<file path="src/design/pie_pkg.sv">
/*
  constants for the peripheral interrupt enable bank: register offsets,
  bit positions, reset values and status layout.
  assumes a plain 8-bit register port on the core side.
*/
package pie_pkg;

  // register offsets on the plain register port
  localparam logic [3:0] OFS_ENABLE_1 = 4'h0; // periph_irq_enable_1
  localparam logic [3:0] OFS_ENABLE_2 = 4'h1; // periph_irq_enable_2
  localparam logic [3:0] OFS_ENABLE_3 = 4'h2; // periph_irq_enable_3
  localparam logic [3:0] OFS_CONTROL = 4'h3; // mode and global enables
  localparam logic [3:0] OFS_PRIORITY_1 = 4'h4; // periph_irq_priority_1
  localparam logic [3:0] OFS_EVT_STATUS = 4'h5; // sticky event status, RO
  localparam logic [3:0] OFS_EVT_CLEAR = 4'h6; // write one to clear, WO
  localparam logic [3:0] OFS_EVT_ENABLE = 4'h7; // event interrupt enable

  // writable masks of the three enable registers, the control register and the event enable register
  localparam logic [7:0] MASK_ENABLE_1 = 8'hFF;
  localparam logic [7:0] MASK_ENABLE_2 = 8'hC9; // bits 7,6,3,0
  localparam logic [7:0] MASK_ENABLE_3 = 8'hC0; // bits 7,6
  localparam logic [7:0] MASK_CONTROL = 8'h07;
  localparam logic [7:0] MASK_EVENTS = 8'h07;

  // bit positions, first enable register
  localparam int BIT_PARALLEL_SLAVE = 7;
  localparam int BIT_ADC = 6;
  localparam int BIT_SERIAL_RX = 5;
  localparam int BIT_SERIAL_TX = 4;
  localparam int BIT_SYNC_PORT1 = 3;
  localparam int BIT_CAPCOMP1 = 2;
  localparam int BIT_TIMER2_MATCH = 1;
  localparam int BIT_TIMER1_OVERFLOW = 0;
  // second enable register
  localparam int BIT_OSC_FAIL = 7;
  localparam int BIT_COMPARATOR = 6;
  localparam int BIT_BUS_COLLISION1 = 3;
  localparam int BIT_CAPCOMP2 = 0;
  // third enable register
  localparam int BIT_SYNC_PORT2 = 7;
  localparam int BIT_BUS_COLLISION2 = 6;

  // control register fields
  localparam int BIT_PRIORITY_MODE = 0; // priority_mode_enable
  localparam int BIT_GLOBAL_PERIPH = 1; // global_periph_irq_enable
  localparam int BIT_GLOBAL_LOW = 2; // low-priority global enable

  // event status bits
  localparam int EVT_HIGH_REQ = 0; // high request rose
  localparam int EVT_LOW_REQ = 1; // low request rose
  localparam int EVT_MASKED_FLAG = 2; // flag set with enable 0 now but not last cycle

  // reset values
  localparam logic [7:0] RST_ENABLE = 8'h00;
  localparam logic [7:0] RST_CONTROL = 8'h00;
  localparam logic [7:0] RST_PRIORITY = 8'hFF;
  localparam logic [7:0] RST_EVENTS = 8'h00;

endpackage : pie_pkg

</file>
<file path="src/design/pie_bank.sv">
/*
  peripheral interrupt enable bank: three enable registers gating the
  peripheral request flags, a control register with mode and global
  enables, a priority register and an event status interrupt.
  assumes flags come from peripherals already synchronous to clk and
  held until software clears them at the peripheral.
*/
// The address-and-strobe port and the address map were decided locally.
`timescale 1ns/1ns

// Contract
// RL1 - non-priority mode needs global peripheral enable
// RL2 - three separate peripheral enable registers
// RL3 - enable1 bit7 gates parallel slave port
// RL4 - small package: parallel slave bit reads zero
// RL5 - enable1 bit6 gates converter completion
// RL6 - enable1 bits5,4 gate serial receive, transmit
// RL7 - enable1 bit3 gates sync port 1
// RL8 - enable1 bit2 gates capture compare 1
// RL9 - enable1 bit1 gates timer2 period match
// RL10 - enable1 bit0 gates timer1 overflow
// RL11 - enable2 bits7,6 gate oscillator fail, comparator
// RL12 - enable2 bits3,0 collision1, capcomp2; others zero
// RL13 - enable3 bit7 gates sync port 2
// RL14 - enable3 bit6 gates bus collision 2
// RL15 - enable3 bits5..0 unimplemented, read zero
// RL16 - enable bits read-write, reset to zero
// RL17 - priorities matter only in priority mode
// RL18 - flags stay set until software clears
// RL19 - request needs flag and enable both set
module pie_bank #(
  parameter bit HAS_PARALLEL_SLAVE = 1'b1 // 0 on the smallest package
) (
  // clock and reset
  input wire logic clk,
  input wire logic nrst,
  // register port
  input wire logic [3:0] reg_addr,
  input wire logic [7:0] reg_wdata,
  input wire logic reg_wr,
  input wire logic reg_rd,
  output logic [7:0] reg_rdata,
  // peripheral request flags, same layout as the enable registers
  input wire logic [7:0] periph_flag_1,
  input wire logic [7:0] periph_flag_2,
  input wire logic [7:0] periph_flag_3,
  // requests towards the core
  output logic core_irq_high,
  output logic core_irq_low,
  // event status interrupt
  output logic evt_irq
);

  // whole state of the bank
  typedef struct packed {
    logic [7:0] enable_1;
    logic [7:0] enable_2;
    logic [7:0] enable_3;
    logic [7:0] control;
    logic [7:0] priority_1;
    logic [7:0] evt_status;
    logic [7:0] evt_enable;
    logic [23:0] masked_prev; // last cycle's flags with enable off
    logic [7:0] rdata;
    logic irq_high;
    logic irq_low;
    logic evt_irq;
  } pie_state_t;

  pie_state_t st; // registered state
  pie_state_t next_st; // next state

  // writable mask of enable 1, parallel slave bit may be absent
  logic [7:0] mask_enable_1;

  // per-register decode, used on both write and read paths
  function automatic logic hit(input logic [3:0] a, input logic [3:0] o);
    hit = (a == o);
  endfunction : hit

  // absent parallel slave bit is never stored, so it reads zero
  always_comb begin
    mask_enable_1 = pie_pkg::MASK_ENABLE_1;
    if (!HAS_PARALLEL_SLAVE) begin
      mask_enable_1[pie_pkg::BIT_PARALLEL_SLAVE] = 1'b0; // RL4
    end
  end

  // next-state logic
  always_comb begin
    logic [23:0] flags; // all request flags
    logic [23:0] enables; // all enable bits
    logic [23:0] prio; // priority per source, 1 = high
    logic [23:0] pending; // flag and enable both set
    logic [23:0] masked_now; // flag set but enable off
    logic global_ok; // global gate, mode dependent
    logic any_high;
    logic any_low;
    logic [7:0] evt_set;
    flags = '0;
    enables = '0;
    prio = '0;
    pending = '0;
    masked_now = '0;
    global_ok = 1'b0;
    any_high = 1'b0;
    any_low = 1'b0;
    evt_set = '0;
    next_st = st;

    // register writes; reserved bits are masked off so they stay zero
    if (reg_wr) begin
      if (hit(reg_addr, pie_pkg::OFS_ENABLE_1)) begin
        next_st.enable_1 = reg_wdata & mask_enable_1; // RL3 RL16
      end
      if (hit(reg_addr, pie_pkg::OFS_ENABLE_2)) begin
        next_st.enable_2 = reg_wdata & pie_pkg::MASK_ENABLE_2; // RL12
      end
      if (hit(reg_addr, pie_pkg::OFS_ENABLE_3)) begin
        next_st.enable_3 = reg_wdata & pie_pkg::MASK_ENABLE_3; // RL15
      end
      if (hit(reg_addr, pie_pkg::OFS_CONTROL)) begin
        next_st.control = reg_wdata & pie_pkg::MASK_CONTROL;
      end
      if (hit(reg_addr, pie_pkg::OFS_PRIORITY_1)) begin
        next_st.priority_1 = reg_wdata;
      end
      if (hit(reg_addr, pie_pkg::OFS_EVT_ENABLE)) begin
        next_st.evt_enable = reg_wdata & pie_pkg::MASK_EVENTS;
      end
      if (hit(reg_addr, pie_pkg::OFS_EVT_CLEAR)) begin
        next_st.evt_status = st.evt_status & ~reg_wdata;
      end
    end

    // gather sources; flags are held by the peripherals themselves,
    // so gating is purely combinational on the held level
    flags = {periph_flag_3, periph_flag_2, periph_flag_1}; // RL18
    // each bit of the three registers gates its own flag position
    enables = {st.enable_3, st.enable_2, st.enable_1}; // RL2
    // only the first priority register is held here; the rest default
    // to high priority, matching the reset state of the priority bits
    prio = {16'hFFFF, st.priority_1};
    // one enable per flag: RL5 RL6 RL7 RL8 RL9 RL10 RL11 RL13 RL14
    pending = flags & enables; // RL19
    masked_now = flags & ~enables;

    // global gate and priority split
    if (st.control[pie_pkg::BIT_PRIORITY_MODE]) begin
      // priority mode: high goes straight, low needs the low gate
      any_high = |(pending & prio); // RL17
      any_low = |(pending & ~prio) && st.control[pie_pkg::BIT_GLOBAL_LOW];
    end else begin
      // no priority: every source is treated as high, global gate
      global_ok = st.control[pie_pkg::BIT_GLOBAL_PERIPH]; // RL1
      any_high = (|pending) && global_ok; // RL1 RL17
      any_low = 1'b0;
    end
    next_st.irq_high = any_high;
    next_st.irq_low = any_low;

    // events: rising requests and newly masked flags
    evt_set[pie_pkg::EVT_HIGH_REQ] = any_high && !st.irq_high;
    evt_set[pie_pkg::EVT_LOW_REQ] = any_low && !st.irq_low;
    evt_set[pie_pkg::EVT_MASKED_FLAG] = |(masked_now & ~st.masked_prev);
    next_st.masked_prev = masked_now;
    // set wins over a clear in the same cycle
    next_st.evt_status = next_st.evt_status | evt_set;
    next_st.evt_irq = |(next_st.evt_status & next_st.evt_enable);

    // read data stands the cycle after the strobe only
    next_st.rdata = 8'h00;
    if (reg_rd) begin
      if (hit(reg_addr, pie_pkg::OFS_ENABLE_1)) begin
        next_st.rdata = st.enable_1; // RL4
      end else if (hit(reg_addr, pie_pkg::OFS_ENABLE_2)) begin
        next_st.rdata = st.enable_2; // RL12
      end else if (hit(reg_addr, pie_pkg::OFS_ENABLE_3)) begin
        next_st.rdata = st.enable_3; // RL15
      end else if (hit(reg_addr, pie_pkg::OFS_CONTROL)) begin
        next_st.rdata = st.control;
      end else if (hit(reg_addr, pie_pkg::OFS_PRIORITY_1)) begin
        next_st.rdata = st.priority_1;
      end else if (hit(reg_addr, pie_pkg::OFS_EVT_STATUS)) begin
        next_st.rdata = st.evt_status;
      end else if (hit(reg_addr, pie_pkg::OFS_EVT_ENABLE)) begin
        next_st.rdata = st.evt_enable;
      end else begin
        // clear register and unmapped offsets read zero
        next_st.rdata = 8'h00;
      end
    end
  end

  // state register; all enables start cleared
  always_ff @(posedge clk or negedge nrst) begin
    if (!nrst) begin
      st.enable_1 <= pie_pkg::RST_ENABLE; // RL16
      st.enable_2 <= pie_pkg::RST_ENABLE; // RL16
      st.enable_3 <= pie_pkg::RST_ENABLE; // RL16
      st.control <= pie_pkg::RST_CONTROL;
      st.priority_1 <= pie_pkg::RST_PRIORITY;
      st.evt_status <= pie_pkg::RST_EVENTS;
      st.evt_enable <= pie_pkg::RST_EVENTS;
      st.masked_prev <= '0;
      st.rdata <= 8'h00;
      st.irq_high <= 1'b0;
      st.irq_low <= 1'b0;
      st.evt_irq <= 1'b0;
    end else begin
      st <= next_st;
    end
  end

  // outputs straight from flip-flops
  assign reg_rdata = st.rdata;
  assign core_irq_high = st.irq_high;
  assign core_irq_low = st.irq_low;
  assign evt_irq = st.evt_irq;

endmodule : pie_bank

</file>
<file path="config.mk">
export PLATFORM = sky130hd
export DESIGN_NAME = pie_bank
export DESIGN_NICKNAME = d
export VERILOG_FILES = /design/src/design/pie_pkg.sv /design/src/design/pie_bank.sv
export SDC_FILE = /design/constraint.sdc
export NUM_CORES = 1
export LEC_CHECK = 0
export ABC_AREA = 1
export BUFFER_PORTS_ARGS = -buffer_cell sky130_fd_sc_hd__buf_2
export CAP_MARGIN = 20
export CORE_MARGIN = 5
export CORE_UTILIZATION = 40
export CTS_CLUSTER_SIZE = 14
export DETAILED_ROUTE_END_ITERATION = 10
export REMOVE_ABC_BUFFERS = 1
export SETUP_SLACK_MARGIN = 0.2
export SYNTH_ARGS = -nofsm -noshare
export SYNTH_HDL_FRONTEND = slang
export SYNTH_SLANG_ARGS = --single-unit
</file>
<file path="constraint.sdc">
create_clock -name clk -period 1.51 [get_ports clk]
set_clock_uncertainty 0.05 [all_clocks]
set_input_delay 0.2265 -clock clk [delete_from_list [all_inputs] [get_ports clk]]
set_output_delay 0.2265 -clock clk [all_outputs]
set_load 0.05 [all_outputs]
</file>
* Word-level counts from Yosys, hierarchy flattened
Cells that the tools add are included.
W data, S select, Z words.
** Storage, ports and cells
- Register bits after elaboration :: 76
- Bits of input ports :: 40
- Output and inout bits :: 11
- Word-level logic and storage cells :: 61
** Operators by class
- Eq/ne operators :: 7
- Mux-type cells :: 13
- Bitwise logic cells :: 12
- Reductions and logical operators :: 17
** Operator list (count)
- $and A24 B24 Y24 :: 5
- $reduce_or A24 Y1 :: 4
- $mux W8 :: 10
- $not A24 Y24 :: 3
- $and A8 B8 Y8 :: 2
- $eq A4 B3 Y1 const B :: 4
- $mux W16 :: 1
- $reduce_and A2 Y1 :: 5
- $eq A4 B2 Y1 const B :: 2
- $not A8 Y8 :: 1
- $or A8 B3 Y8 :: 1
- $reduce_or A8 Y1 :: 1
- $eq A4 B1 Y1 const B :: 1
- $logic_and A1 B1 Y1 :: 4
- $logic_not A4 Y1 :: 1
- $logic_not A1 Y1 :: 2
- $mux W1 :: 2

* Logic depth before layout (Yosys ltp)
- Depth after elaboration :: 9
- Mapped depth :: 12
- Mapped depth without buffers :: 12

* Least setup slack after synthesis
OpenSTA, ideal clock, no wires.
- Path type :: reg-to-reg
- Start :: reg st[58] (netlist bit)
- End :: reg evt_irq (netlist name)
- Setup time :: 0.119 ns
- Data arrival time :: 1.127 ns
- Data required time :: 1.341 ns
- Setup slack :: 0.214 ns
- Cell stages (with the launch flop) :: 10
- Buffers on the path :: 0
- Period minus slack after synthesis :: 1.296 ns
- Cells stage by stage :: dfstp_2 inv_1 nand3_1 o21ai_0 nor2_1 nand2_1 nand3_1 a21oi_1 nor2_1 nand2_1
** RTL lines
- from (decl) :: line pie_bank.sv:70 : pie_state_t st;
- from (signal assigned) :: line pie_bank.sv:211 : st <= next_st;

==> summary.md <==
| Metric | Value |
|---|---|
| EDFF count, synth | `0` |
| CTS tree | `built` |
| Inserted Diodes | `0` |
| Met3 Track Usage GR | `around 4.2%` |
| Max-cap violations | `0` |
| Cells after synthesis | `457` |
| Post-DP Area | `4130 sq um` |
| Die width | `105 um` |
| Via density | `4.67` |
| H-tree Lvls | `3` |
| Met2 Use GR | `28.3%` |
| Drt drc | `0` |
| Final Total Pwr | `about 5700 uW` |
| Most frequent cells after synthesis | `nand2_1 (137), inv_1 (81), dfrtp_1 (68)` |
| Sw Pwr | `1660 uW` |
| Die H | `105 um` |
| Leak pwr | `0.00256 uW` |
| Worst Path Arrival | `1.66 ns` |
| First-pass GRT wire length | `15900 um` |
| Total Wirelength | `9520 um` |
| Cell area after synthesis | `3620 sq um` |
| Share of layout cells above drive strength 1 | `27.5%` |
| Status | `finished clean` |
| Most common cell in the netlist | `nand2_1` |
| DP Wirelength | `7240 um` |
| IO Pins | `51` |
| TritonCTS Buffers | `9` |
| GR Overflow Total | `0` |
| Fill cells | `856` |
| Placer Congestion | `0.931` |
| Sw Ratio | `29.2%` |
| Nets | `595` |
| Fin Setup TNS | `0 ns` |
| Antenna viol nets, final | `0` |
| Fin area | `4680 sq um` |
| Crit path max fanout | `2` |
| Die area | `11000 sq um` |
| Critical path startpoint category | `register` |
| Worst Tran Pin Value | `0.425 ns` |
| CP Class | `register to register` |
| Mean cell area of the mapped netlist | `~7.9 sq um` |
| CTS max path bufs | `2` |
| Final Hold Vio Count | `0` |
| Core ar. | `8760 sq um` |
| Synth async-reset ratio | `100%` |
| CTS clk-pin slew, worst paths | `around 0.080 ns` |
| Row count | `34` |
| Peak supply drop | `0.000593 V` |
| CTS sink cnt | `76` |
| RSZ-0062 raised after global routing | `true` |
| Fmax | `0.703 GHz` |
| Pin count of the biggest net entering global routing | `31` |
| Vias | `3119` |
| Initial antenna violation count | `0` |
| Clock power share | `34.1%` |
| Drt pass-1 iters | `4` |
| Top Usage Layer GRT | `met2` |
| M1 GR Usage | `24.8%` |
| Port Buffer Count | `50` |
| Fin cells | `668` |
| Wire per inst | `between 10 and 15 um` |
| Logic gate share of total power | `21.8%` |
| Endpoints failing setup | `0` |
| Minimum clock period | `approximately 1.4 ns` |
| Power per cell area | `1220 nW/um^2` |
| Placed cells | `629` |
| Post-synth top area share | `between 40% and 50%` |
| Final period utilization | `94.2%` |
| Starting density of the core | `41.3%` |
| Vias in the first global route | `around 3200` |
| Number of distinct library cells after synthesis | `29` |
| Part of the power in registers | `around 44%` |
| Top cells by area, synth | `dfrtp_1 (47%), nand2_1 (14%), inv_1 (8.4%), dfstp_2 (5.8%), o21ai_0 (4.2%)` |
| Root Buffer | `clkbuf_8` |
| Violation count after the first detailed-route iteration | `153` |
| Area grow syn2layout | `29.3%` |
| GR Util All Layers | `18.1%` |
| Max-slew violations | `0` |
| Sequential share of the synthesized area | `52.9%` |
| CP required | `~1.8 ns` |
| Clock Latency Late Sink | `around 0.35 ns` |
| Main synth FF type | `dfrtp_1` |
| Post-synth top area cell | `dfrtp_1` |
| Hold Crit Class | `input pin to register` |
| Slew margin rel. | `71.7%` |
| Syn. warnings | `0` |
| Pint | `4040 uW` |
| Worst Setup End Kind | `register` |
| #FFs+latches synth | `76` |
-- flip-flops by register name, indices dropped and copies added, names as in the netlist --
name	cells
st	65
reg_rdata	8
core_irq_high	1
core_irq_low	1
evt_irq	1
-- final cells by class --
| cell class | count | area, sq um | share of cell area (%) |
|---|---|---|---|
| clock buffers | 12 | 155 | 3.32 |
| clock inverters | 4 | 95.1 | 2.03 |
| repair buffers | 99 | 676 | 14.4 |
| inverters | 88 | 330 | 7.06 |
| flip-flops and latches | 76 | 1910 | 40.9 |
| multi-input cells | 281 | 1370 | 29.4 |
| well taps | 108 | 135 | 2.89 |
-- per-stage QoR --
| stage | hold WS (ns) | setup WS, ns | util, % |
|---|---|---|---|
| 2_1_floorplan | -0.119 | 0.197 | - |
| 3_3_place_gp | 0.141 | -0.108 | 47.1 |
| 3_5_place_dp | 0.145 | -0.115 | 47.1 |
| 4_1_cts | 0.0304 | 0.0664 | 51.7 |
| 5_1_grt | 0.0432 | -0.0346 | 53.4 |
| 6_report | 0.0417 | 0.0875 | 53.4 |
-- path summary, 6_finish.rpt --
check,startpoint,end,slack (ns),cells after the start
max,st[58]$_DFFE_PN1P_,evt_irq$_DFF_PN0_,0.09,9
min,periph_flag_2[6],st[25]$_DFF_PN0_,0.04,3
max reg2reg,st[58]$_DFFE_PN1P_,evt_irq$_DFF_PN0_,0.09,9
min reg2reg,st[78]$_DFFE_PN0P_,st[22]$_DFF_PN0_,0.43,1
max in group asynchronous,nrst,st[83]$_DFFE_PN0P_,0.59,3
min in group asynchronous,nrst,st[73]$_DFFE_PN0P_,0.30,2
-- logic make-up (layout without fill, tap and decap cells) --
group	Yosys count	count (layout)	synth area share, %
AO/OA/AOI/OAI	61	61	9.20
AND/OR/NAND/NOR	220	220	26.2
buffers and inverters	100	203	11.8
flip-flops	76	76	52.9
-- repair_timing --
item / CTS / global route
gates cloned: 0 / 0
endpoints found under the hold margin: 30 / 0
resized for setup: 7 / 23
pin swaps: 6 / 14
endpoints found under the setup margin: 4 / 10
hold buffers: 11 / 0
setup buffers: 2 / 10
-- cell usage in the layout (no fill, tap or decap), drive strengths merged, types with 2 or more instances in the layout --
master | netlist | layout
dfrtp | 68 | 68
dfstp | 8 | 8
inv | 88 | 88
o21ai | 42 | 42
nor2 | 38 | 38
o22ai | 2 | 2
nand2 | 142 | 142
buf | 12 | 87
dlygate4sd3 | 0 | 11
nor3 | 2 | 2
o2111ai | 2 | 2
o211ai | 2 | 2
a21oi | 10 | 10
bufinv | 0 | 3
clkbuf | 0 | 13
nand3 | 29 | 29
nand3b | 6 | 6
-- power groups by stage --
stage                     sequential, uW  clock, uW  combinational (uW)
final                               2510       1940                1240
after global routing                2550       2080                1390
after CTS                           2510       1980                1130
after detailed placement            2550          0                1070
after global placement              2540          0                1060
after floorplan                     2620          0                 502
-- critical path, cell delays in order (launching register included) --
cell and delay [ns]:
dfstp_2 0.54, inv_1 0.05, buf_4 0.12, o22ai_1 0.11, nor2_1 0.06, nand3_1 0.12
nand3_2 0.10, nand2_2 0.09, nand2_1 0.05, nand2_1 0.06
-- routing by layer --
layer  vias up  routed length, um  part of all wire [%]
met5         -                  0                     0
met4         0                197                   2.1
met3        13                449                   4.7
met2        58               4390                    46
met1      1456               4490                    47
li1       1592                  -                     -
(Power assumes the default switching activity.)
